`src/mps_defs.svh`:
```
// register offsets, field positions, reset values and frame constants of the phy status tracker
`ifndef MPS_DEFS_SVH
`define MPS_DEFS_SVH

`define MPS_OFF_ACK_STATUS 8'h00
`define MPS_OFF_CONN_STATE 8'h04
`define MPS_OFF_RAW_EVENTS 8'h08
`define MPS_OFF_MASKED_EVENTS 8'h0c
`define MPS_OFF_SELECT0 8'h10
`define MPS_OFF_SELECT1 8'h14
`define MPS_OFF_IRQ_MASK 8'h18

`define MPS_SEL_ADDR_HI 4
`define MPS_SEL_ADDR_LO 0
`define MPS_SEL_EN_BIT 6

`define MPS_RST_VEC32 32'h0000_0000
`define MPS_RST_EV2 2'h0

`define MPS_OP_WRITE 2'h1
`define MPS_OP_READ 2'h2
`define MPS_GEN_STATUS_REG 5'h01
`define MPS_LINK_BIT 2

`define MPS_HDR_LAST 5'h0b
`define MPS_TA_LAST 5'h01
`define MPS_DATA_LAST 5'h0f
`define MPS_CNT_ZERO 5'h00
`define MPS_CNT_ONE 5'h01

`endif

```
`src/mps_pkg.sv`:
```
// types shared by the phy status tracker
package mps_pkg;

   // gray coded along idle, start, header, turnaround, data
   typedef enum logic [2:0]
   {
      MPS_IDLE = 3'h0,
      MPS_START = 3'h1,
      MPS_HDR = 3'h3,
      MPS_TA = 3'h2,
      MPS_DATA = 3'h6
   } mps_state_t;

   typedef struct packed
   {
      logic [2:0] mdc_s;
      logic [2:0] mdio_s;
      logic mdc_f;
      logic mdio_f;
      mps_state_t st;
      logic [4:0] cnt;
      logic [11:0] hdr;
      logic ack_bit;
      logic [15:0] data;
      logic [31:0] ack_status;
      logic [31:0] conn_state;
      logic [1:0] raw;
      logic [1:0] masked;
      logic [1:0][4:0] sel_addr;
      logic [1:0] sel_en;
      logic [1:0] irq_mask;
      logic wb_ack;
      logic [31:0] wb_dat;
   } mps_regs_t;

endpackage : mps_pkg

```
`src/mps_status_tracker.sv`:
```
// phy acknowledge and link status tracker snooping the management serial link, with wishbone registers
//
// The register offsets and register access over Wishbone were chosen for this implementation.
`timescale 1ns/1ps
`default_nettype none
`include "mps_defs.svh"

// Function
// RULE_01: keep a 32-bit acknowledge vector, setting the bit at a phy address when its latest access was acknowledged.
// RULE_02: clear that phy's acknowledge bit when an access to it is not acknowledged.
// RULE_03: update the acknowledge bit on every access to the phy, user or polling alike.
// RULE_04: a software one written to an acknowledge bit clears it and a zero leaves it alone.
// RULE_05: change a phy's link bit only after a read of that phy's generic status register.
// RULE_06: set the link bit when the status read shows link and the phy acknowledged the read.
// RULE_07: clear the link bit when the status read shows no link or the read was not acknowledged.
// RULE_08: the link state vector is read only and writes leave it unchanged.
// RULE_09: set a raw link-change event when the link bit of the monitored phy address changes.
// RULE_10: the raw event field is two bits, bit 0 for monitored select 0 and bit 1 for monitored select 1.
// RULE_11: a software one written to a raw event bit clears it and a zero has no effect.
// RULE_12: set a masked event bit only when the raw event occurs and that select register's interrupt enable is set.
// RULE_13: reserved upper bits of the raw event register read as zero and ignore writes.
module mps_status_tracker
   import mps_pkg::*;
(
   input wire logic clk_i,
   input wire logic rst_i,
   input wire logic [7:0] wb_adr_i,
   input wire logic [31:0] wb_dat_i,
   output logic [31:0] wb_dat_o,
   input wire logic wb_we_i,
   input wire logic [3:0] wb_sel_i,
   input wire logic wb_cyc_i,
   input wire logic wb_stb_i,
   output logic wb_ack_o,
   input wire logic mdc_i,
   input wire logic mdio_i,
   output logic irq_o
);

   mps_regs_t q;
   mps_regs_t next_q;

   logic mdc_agree;
   logic mdc_rise;
   logic line_bit;
   logic frame_done;
   logic [15:0] frame_data;
   logic [1:0] frame_op;
   logic [4:0] frame_phy;
   logic [4:0] frame_reg;
   logic frame_is_access;
   logic link_update;
   logic new_link;
   logic [1:0] link_change;
   logic bus_req;
   logic bus_write;
   logic [31:0] byte_mask;
   logic [31:0] clr_bits;

   // a level counts only once the second and third stages agree, which rejects a sample caught mid-change
   assign mdc_agree = (q.mdc_s[1] == q.mdc_s[2]);
   assign mdc_rise = mdc_agree & q.mdc_s[2] & ~q.mdc_f;
   assign line_bit = (q.mdio_s[1] == q.mdio_s[2]) ? q.mdio_s[2] : q.mdio_f;

   assign frame_op = q.hdr[11:10];
   assign frame_phy = q.hdr[9:5];
   assign frame_reg = q.hdr[4:0];
   assign frame_data = {q.data[14:0], line_bit};
   assign frame_done = mdc_rise & (q.st == MPS_DATA) & (q.cnt == `MPS_DATA_LAST);
   assign frame_is_access = (frame_op == `MPS_OP_READ) | (frame_op == `MPS_OP_WRITE);
   // only a read of the generic status register may move a link bit
   assign link_update = frame_done & (frame_op == `MPS_OP_READ) & (frame_reg == `MPS_GEN_STATUS_REG); // [RULE_05]
   assign new_link = q.ack_bit & frame_data[`MPS_LINK_BIT]; // [RULE_06] [RULE_07]

   genvar gi;
   generate
      for (gi = 0; gi < 2; gi = gi + 1)
      begin : g_chan
         // channel gi follows monitored select register gi
         assign link_change[gi] = link_update & (frame_phy == q.sel_addr[gi]) &
                                  (q.conn_state[frame_phy] != new_link); // [RULE_09] [RULE_10]
      end
   endgenerate

   assign bus_req = wb_cyc_i & wb_stb_i;
   // the write lands on the edge at which ack is high, the same edge the master samples it
   assign bus_write = bus_req & wb_we_i & q.wb_ack;
   assign byte_mask = {{8{wb_sel_i[3]}}, {8{wb_sel_i[2]}}, {8{wb_sel_i[1]}}, {8{wb_sel_i[0]}}};
   assign clr_bits = wb_dat_i & byte_mask;

   always_comb
   begin
      next_q = q;
      next_q.mdc_s = {q.mdc_s[1:0], mdc_i};
      next_q.mdio_s = {q.mdio_s[1:0], mdio_i};
      if (mdc_agree)
      begin
         next_q.mdc_f = q.mdc_s[2];
      end
      next_q.mdio_f = line_bit;

      // frame tracker, advanced on each rising edge of the management clock
      if (mdc_rise)
      begin
         case (q.st)
            MPS_IDLE:
            begin
               if (!line_bit)
               begin
                  next_q.st = MPS_START;
               end
            end
            MPS_START:
            begin
               next_q.cnt = `MPS_CNT_ZERO;
               next_q.st = line_bit ? MPS_HDR : MPS_IDLE;
            end
            MPS_HDR:
            begin
               next_q.hdr = {q.hdr[10:0], line_bit};
               if (q.cnt == `MPS_HDR_LAST)
               begin
                  next_q.cnt = `MPS_CNT_ZERO;
                  next_q.st = MPS_TA;
               end
               else
               begin
                  next_q.cnt = q.cnt + `MPS_CNT_ONE;
               end
            end
            MPS_TA:
            begin
               if (q.cnt == `MPS_TA_LAST)
               begin
                  // the addressed phy pulls the second turnaround bit low to answer
                  next_q.ack_bit = ~line_bit;
                  next_q.cnt = `MPS_CNT_ZERO;
                  next_q.st = MPS_DATA;
               end
               else
               begin
                  next_q.cnt = q.cnt + `MPS_CNT_ONE;
               end
            end
            MPS_DATA:
            begin
               next_q.data = frame_data;
               if (q.cnt == `MPS_DATA_LAST)
               begin
                  next_q.st = MPS_IDLE;
               end
               else
               begin
                  next_q.cnt = q.cnt + `MPS_CNT_ONE;
               end
            end
            default:
            begin
               next_q.st = MPS_IDLE;
            end
         endcase
      end

      // software clears first so that a same-cycle hardware update wins
      if (bus_write)
      begin
         case (wb_adr_i)
            `MPS_OFF_ACK_STATUS:
            begin
               next_q.ack_status = q.ack_status & ~clr_bits; // [RULE_04]
            end
            `MPS_OFF_RAW_EVENTS:
            begin
               next_q.raw = q.raw & ~clr_bits[1:0]; // [RULE_11] [RULE_13]
            end
            `MPS_OFF_MASKED_EVENTS:
            begin
               next_q.masked = q.masked & ~clr_bits[1:0];
            end
            `MPS_OFF_SELECT0:
            begin
               if (wb_sel_i[0])
               begin
                  next_q.sel_addr[0] = wb_dat_i[`MPS_SEL_ADDR_HI:`MPS_SEL_ADDR_LO];
                  next_q.sel_en[0] = wb_dat_i[`MPS_SEL_EN_BIT];
               end
            end
            `MPS_OFF_SELECT1:
            begin
               if (wb_sel_i[0])
               begin
                  next_q.sel_addr[1] = wb_dat_i[`MPS_SEL_ADDR_HI:`MPS_SEL_ADDR_LO];
                  next_q.sel_en[1] = wb_dat_i[`MPS_SEL_EN_BIT];
               end
            end
            `MPS_OFF_IRQ_MASK:
            begin
               if (wb_sel_i[0])
               begin
                  next_q.irq_mask = wb_dat_i[1:0];
               end
            end
            default:
            begin
               // link state and unmapped offsets take no write
               next_q.conn_state = q.conn_state; // [RULE_08]
            end
         endcase
      end

      if (frame_done & frame_is_access)
      begin
         next_q.ack_status[frame_phy] = q.ack_bit; // [RULE_01] [RULE_02] [RULE_03]
      end
      if (link_update)
      begin
         next_q.conn_state[frame_phy] = new_link; // [RULE_06] [RULE_07]
      end
      next_q.raw = next_q.raw | link_change; // [RULE_09] [RULE_10]
      next_q.masked = next_q.masked | (link_change & q.sel_en); // [RULE_12]

      // registered slave: ack one cycle after the request, dropped the cycle after
      next_q.wb_ack = bus_req & ~q.wb_ack;
      if (bus_req & ~q.wb_ack)
      begin
         case (wb_adr_i)
            `MPS_OFF_ACK_STATUS: next_q.wb_dat = q.ack_status;
            `MPS_OFF_CONN_STATE: next_q.wb_dat = q.conn_state;
            `MPS_OFF_RAW_EVENTS: next_q.wb_dat = {30'h0, q.raw}; // [RULE_13]
            `MPS_OFF_MASKED_EVENTS: next_q.wb_dat = {30'h0, q.masked};
            `MPS_OFF_SELECT0: next_q.wb_dat = {25'h0, q.sel_en[0], 1'h0, q.sel_addr[0]};
            `MPS_OFF_SELECT1: next_q.wb_dat = {25'h0, q.sel_en[1], 1'h0, q.sel_addr[1]};
            `MPS_OFF_IRQ_MASK: next_q.wb_dat = {30'h0, q.irq_mask};
            default: next_q.wb_dat = `MPS_RST_VEC32;
         endcase
      end
   end

   always_ff @(posedge clk_i)
   begin
      if (rst_i)
      begin
         q <= '0;
      end
      else
      begin
         q <= next_q;
      end
   end

   assign wb_ack_o = q.wb_ack;
   assign wb_dat_o = q.wb_dat;
   // level interrupt while any unmasked raw event stands
   assign irq_o = |(q.raw & q.irq_mask);

endmodule : mps_status_tracker
`default_nettype wire

```
`config.mk`:
```
export PLATFORM = sky130hd
export DESIGN_NAME = mps_status_tracker
export DESIGN_NICKNAME = d
export VERILOG_FILES = /design/src/mps_pkg.sv /design/src/mps_status_tracker.sv
export VERILOG_INCLUDE_DIRS = /design/src
export SDC_FILE = /design/constraint.sdc
export NUM_CORES = 1
export LEC_CHECK = 0
export BUFFER_PORTS_ARGS = -buffer_cell sky130_fd_sc_hd__buf_4
export CORE_MARGIN = 5
export CORE_UTILIZATION = 25
export DETAILED_ROUTE_END_ITERATION = 10
export GPL_ROUTABILITY_DRIVEN = 0
export PLACE_DENSITY_LB_ADDON = 0.1
export SLEW_MARGIN = 10
export SYNTH_ARGS = -nofsm -noshare
export SYNTH_HDL_FRONTEND = slang
export SYNTH_SLANG_ARGS = --single-unit
```
`constraint.sdc`:
```
create_clock -name clk_i -period 3.5 [get_ports clk_i]
set_input_delay 0.525 -clock clk_i [delete_from_list [all_inputs] [get_ports clk_i]]
set_output_delay 0.525 -clock clk_i [all_outputs]
set_load 0.02 [all_outputs]
```
-- Yosys cells after proc, flatten, opt, wreduce, memory -nomap -nowiden
Index checks and enable logic that the tools add are counted.
- register bits: 146
- output and inout bits: 34
- word-level logic and storage cells: 126
- bits of input ports: 51
- reduce and logical (&&, ||, !) cells: 13
- $add $sub $neg: 1
- eq/ne operators: 26
- muxes and demuxes: 34
- magnitude comparators: 2
- bitwise logic cells: 30
- operator list (kind ; count):
    32-bit case mux with 7 select lines ; 1
    32-bit 2-to-1 mux ; 3
    82-bit 2-to-1 mux ; 1
    32-bit AND ; 2
    32-bit bitwise mux ; 2
    5-bit 2-to-1 mux ; 7
    32-bit inverter ; 1
    8-bit by 5-bit == test with 1-bit output, second input constant ; 3
    5-bit case mux with 4 select lines ; 1
    1-bit AND ; 16
    8-bit by 4-bit == test with 1-bit output, second input constant ; 2
    3-bit case mux with 5 select lines ; 1
    3-bit AND reduction ; 5
    3-bit 2-to-1 mux ; 4
    5-bit by 1-bit == test with 1-bit output, second input constant ; 2
    5-bit by 4-bit == test with 1-bit output, second input constant ; 2
    5-bit == test ; 2
    2-bit 2-to-1 mux ; 5
    2-bit AND ; 4
    8-bit by 3-bit == test with 1-bit output, second input constant ; 1
    8-bit logical NOT ; 1
    2-bit != test, second input constant ; 4
    1-bit 2-to-1 mux ; 7
    3-bit by 2-bit == test with 1-bit output, second input constant ; 2
    22 further kinds ; 27

-- Longest topological paths before layout
- depth after elaboration: 11
- mapped depth: 9
- mapped depth without buffers: 8

-- Least setup slack after synthesis
Ideal clock, no wire load.
- path type: input -> register
- start point: input wb_adr_i[4]
- end point: register q[103] in the netlist's numbering
- data arrival time: 2053 ps
- data required time: 3352 ps
- path buffers: 3
- setup time: 148 ps
- setup slack: 1299 ps
- cell stages on the path: 9
- cells stage by stage: buf_6 -> or4_1 -> buf_2 -> nor3_1 -> and2_1 -> buf_2 -> nand2_1 -> a22oi_1 -> a211oi_1
- cells in the longest elaborated chain, start to end: 5
- ends and longest elaborated chain (what ; RTL line ; RTL):
    start: declaration ; mps_status_tracker.sv:27 ; input wire logic [7:0] wb_adr_i,
    8-bit logical NOT * ; mps_status_tracker.sv:167 ; case (wb_adr_i)
    32-bit 2-to-1 mux * ; mps_status_tracker.sv:167 ;
    82-bit 2-to-1 mux * ; mps_status_tracker.sv:165 ; if (bus_write)
    32-bit bitwise mux ; mps_status_tracker.sv:213 ; next_q.ack_status[frame_phy] = q.ack_bit;
    32-bit 2-to-1 mux * ; mps_status_tracker.sv:211 ; if (frame_done & frame_is_access)
    end signal: assignment ; mps_status_tracker.sv:247 ; q <= next_q;
    end: declaration ; mps_status_tracker.sv:40 ; mps_regs_t q;
Mark *: on every way between the ends. The rest lies on a longest branch, timed or not.
A chain may end at the register's enable or synchronous reset.

-- Worst setup path after layout
- start point: register q[144] in the netlist's numbering
- end point: register q[104] in the netlist's numbering
- cells in the longest elaborated chain, start to end: 4
- ends and longest elaborated chain (what ; RTL line ; RTL):
    5-bit by 4-bit == test with 1-bit output (no line) ; n/a ;
    1-bit AND ; mps_status_tracker.sv:69 ; assign frame_done = mdc_rise & (q.st == MPS_DATA) & (q.cnt == `MPS_DATA_LAST);
    1-bit AND ; mps_status_tracker.sv:211 ;
    32-bit 2-to-1 mux ; mps_status_tracker.sv:211 ;
No other way between the ends.

==> impl_metrics.env <==
export IMPL_outcome="finished clean"
export IMPL_start_util_pct=25.4
export IMPL_met3_length_um=872
export IMPL_synth_top_area_share_pct=41.1
export IMPL_synthCells=836
export IMPL_wl_per_cell_um=18.9
export IMPL_internal_power_mw=2.84
export IMPL_grt_start_max_net_pins=81
export IMPL_vias_per_cell=4.89
export IMPL_netSwitchingFraction_pct=23.2
export IMPL_yosys_area_top_type="dfxtp_1"
export IMPL_dr_first_iter_drc_count=419
export IMPL_seq_area_frac_synth_pct=41.1
export IMPL_grt_pass1_vias=6008
export IMPL_timing_rr_end="q[104]"
export IMPL_cts_resized=0
export IMPL_reg2reg_from="q[144]"
export IMPL_holdPathStages=2
export IMPL_clk_latency_ns=0.43
export IMPL_fmax_mhz=376
export IMPL_synth_async_reset_ratio_pct=0
export IMPL_slew_viol_final=0
export IMPL_power_frac_seq_pct=45.0
export IMPL_fin_skew_ns=0.0149
export IMPL_drive_above_1_share_pct=19.3
export IMPL_ant_nets=0
export IMPL_root_buffer="clkbuf_16"
export IMPL_slowest_delay_ns=0.65
export IMPL_die_h_um=179
export IMPL_stdcell_count=1269
export IMPL_syn_area_sq_mm=0.00711
export IMPL_cp_cell_sequence="ha_1 > and3_1 > ha_1 > nand3_1 > or2_1 > nor2_2 > a22oi_1 > a211oi_1"
export IMPL_cap_violations=0
export IMPL_synth_area_leaders="dfxtp_1 (41%), a22oi_1 (7.2%), a211oi_1 (6.8%), a21oi_1 (6.4%), mux2i_1 (5.1%)"
export IMPL_crit_fanout=8
export IMPL_drc=0
export IMPL_firstDrtPassIters=4
export IMPL_ir_drop_mv=0.280
export IMPL_timing_hold_ws_ns=0.306
export IMPL_synth_area_per_cell_sq_um=8.50
export IMPL_antenna_found_initial=0
export IMPL_ys_ff_latch=146
export IMPL_synthDistinctLibCells=54
export IMPL_fin_crit_ns=2.66
export IMPL_p_leak_nw=2.83
export IMPL_dp_hpwl_mm=16.7
export IMPL_regMostFlops="q"
export IMPL_areaGrowthSynthToFinish_pct=20.9
export IMPL_cp_required_ns=3.84
export IMPL_fin_area_sq_mm=0.00859
export IMPL_cts_buffer_depth=2
export IMPL_cp_common_cell="ha_1"
export IMPL_combPwrFrac_pct=3.2
export IMPL_wl_met1_mm=11.9
export IMPL_post_cts_setup_buffers=0
export IMPL_rows=61
export IMPL_cpMaxStageDelayCell="nor2_2"
export IMPL_postCtsHoldBufs=0
export IMPL_worstHoldStart="mdc_i"
export IMPL_final_hold_violation_count=0
export IMPL_yosysWarningCount=0
export IMPL_endpoint_kind="register"
export IMPL_ios=85
export IMPL_largest_reg_flops=95
export IMPL_reg2reg_slack_ns=0.84
export IMPL_arrival_ns=3.00
export IMPL_placed_cells=1237
export IMPL_cts_htree_levels=4
export IMPL_finish_net_count=934
export IMPL_cts_tree="yes"
export IMPL_worstMarginPinSlew_ns=0.911
export IMPL_core_area_sq_mm=0.0279
export IMPL_synth_edff_count=0
export IMPL_relSlewSlack_pct=39.2
export IMPL_path_class="register to register"
export IMPL_dieArea_sq_mm=0.0319
export IMPL_synth_top_flop_cell="dfxtp_1"
export IMPL_startpoint_type="register"
export IMPL_p_switching_mw=0.857
export IMPL_met2WireLength_mm=11.0
export IMPL_synth_most_common_cell="dfxtp_1"
export IMPL_n_antenna_cell=0
export IMPL_vias=6210
export IMPL_place_area_sq_mm=0.00799
export IMPL_whs_endpoint="next_q[158]"
export IMPL_grt_pass1_wl_mm=37.0
export IMPL_cts_sinks=146
export IMPL_drt_wl_total_mm=23.9
export IMPL_fin_setup_tns_ns=0
export IMPL_grt_ovfl_total=0
export IMPL_ys_top_cells_by_count="dfxtp_1 (146), nor2_1 (96), a21oi_1 (91)"
export IMPL_final_util_pct=30.8
export IMPL_timing_final_crit_share_pct=76.1
export IMPL_r2r_cells=8
export IMPL_gr_usage_all_layers_pct=15.2
export IMPL_clk_pin_slew_ns=0.07
export IMPL_p_clk_share_pct=51.8
export IMPL_fp_dieW_um=179
export IMPL_cts_buffers=17
export IMPL_postSynthNetCount=892
export IMPL_highest_layer="met4"
export IMPL_powerDensity_mw_per_mm2=431
export IMPL_hp_class="primary input to register"
export IMPL_portBuffers=84
export IMPL_rsz0062_at_grt="false"
export IMPL_final_setup_viol_count=0
==> through the flow <==
step | setup WS (ns) | power [mW]
after CTS | 0.865 | 3.76
after floorplan | 1.30 | 1.75
after detailed placement | 0.738 | 1.83
after global placement | 0.789 | 1.83
after global routing | 0.572 | 3.84
final | 0.838 | 3.70
==> cells by family after synthesis <==
group | after synthesis | share of synthesized area (%)
AO/OA/AOI/OAI | 255 | 23.6
XOR/XNOR | 11 | 1.36
adder cells (fa/ha/maj) | 6 | 1.02
buffers and inverters | 111 | 8.33
flip-flops | 146 | 41.1
multiplexers | 37 | 5.23
AND/OR/NAND/NOR | 270 | 19.3
==> power groups by stage <==
| stage | clock network, mW | logic, mW | registers, mW |
|---|---|---|---|
| floorplan | 0 | 0.0476 | 1.70 |
| global placement | 0 | 0.125 | 1.70 |
| detailed placement | 0 | 0.123 | 1.70 |
| CTS | 1.97 | 0.124 | 1.67 |
| global route | 2.05 | 0.132 | 1.67 |
| finish | 1.92 | 0.120 | 1.67 |
==> worst max-delay path, delay by kind of cell, from the launching register on <==
family	cells	cell delay [ns]
and+or+nand+nor	4	1.28
adders and majority gates	2	0.45
AOI/OAI and AO/OA	2	0.44
DFF	1	0.40
==> layout make-up <==
type                            instances  area [sq um]
Clock buffer                           18           429
Clock inverter                         14           178
Fill cell                            3049         19300
Inverter                               14          52.6
Multi-Input combinational cell        579          3600
Sequential cell                       146          2920
Tap cell                              378           473
Timing Repair Buffer                  120           938
==> cells in the final DEF (no fill, tap or decap), drive strengths merged, types with 8 or more instances in the layout <==
cell and count:
dfxtp 146, buf 120, nor2 105, a21oi 91
a22oi 68, a211oi 64, nand2 59, mux2i 36
nand3 20, nor3 19, clkbuf 18, inv 18
nand3b 11, o21ai 10, xor2 10, nor2b 8
nor4 8
==> layer usage <==
metal	GRT usage (%)	vias to the layer above
met5	0	-
met4	3.93	0
met3	2.10	9
met2	23.4	102
met1	22.2	2985
li1	-	3114
==> how the worst max path moves through the flow <==
stage	cells after the start	startpoint	slack [ns]	end
after floorplan	9	wb_adr_i[4]	1.30	q[103]
after global placement	8	wb_adr_i[4]	0.79	q[96]
after detailed placement	8	wb_adr_i[4]	0.74	q[96]
after CTS	10	q[144]	0.87	q[55]
after global routing	10	q[144]	0.57	q[55]
final	8	q[144]	0.84	q[104]
Note: power is estimated with default switching activity, not from simulation.
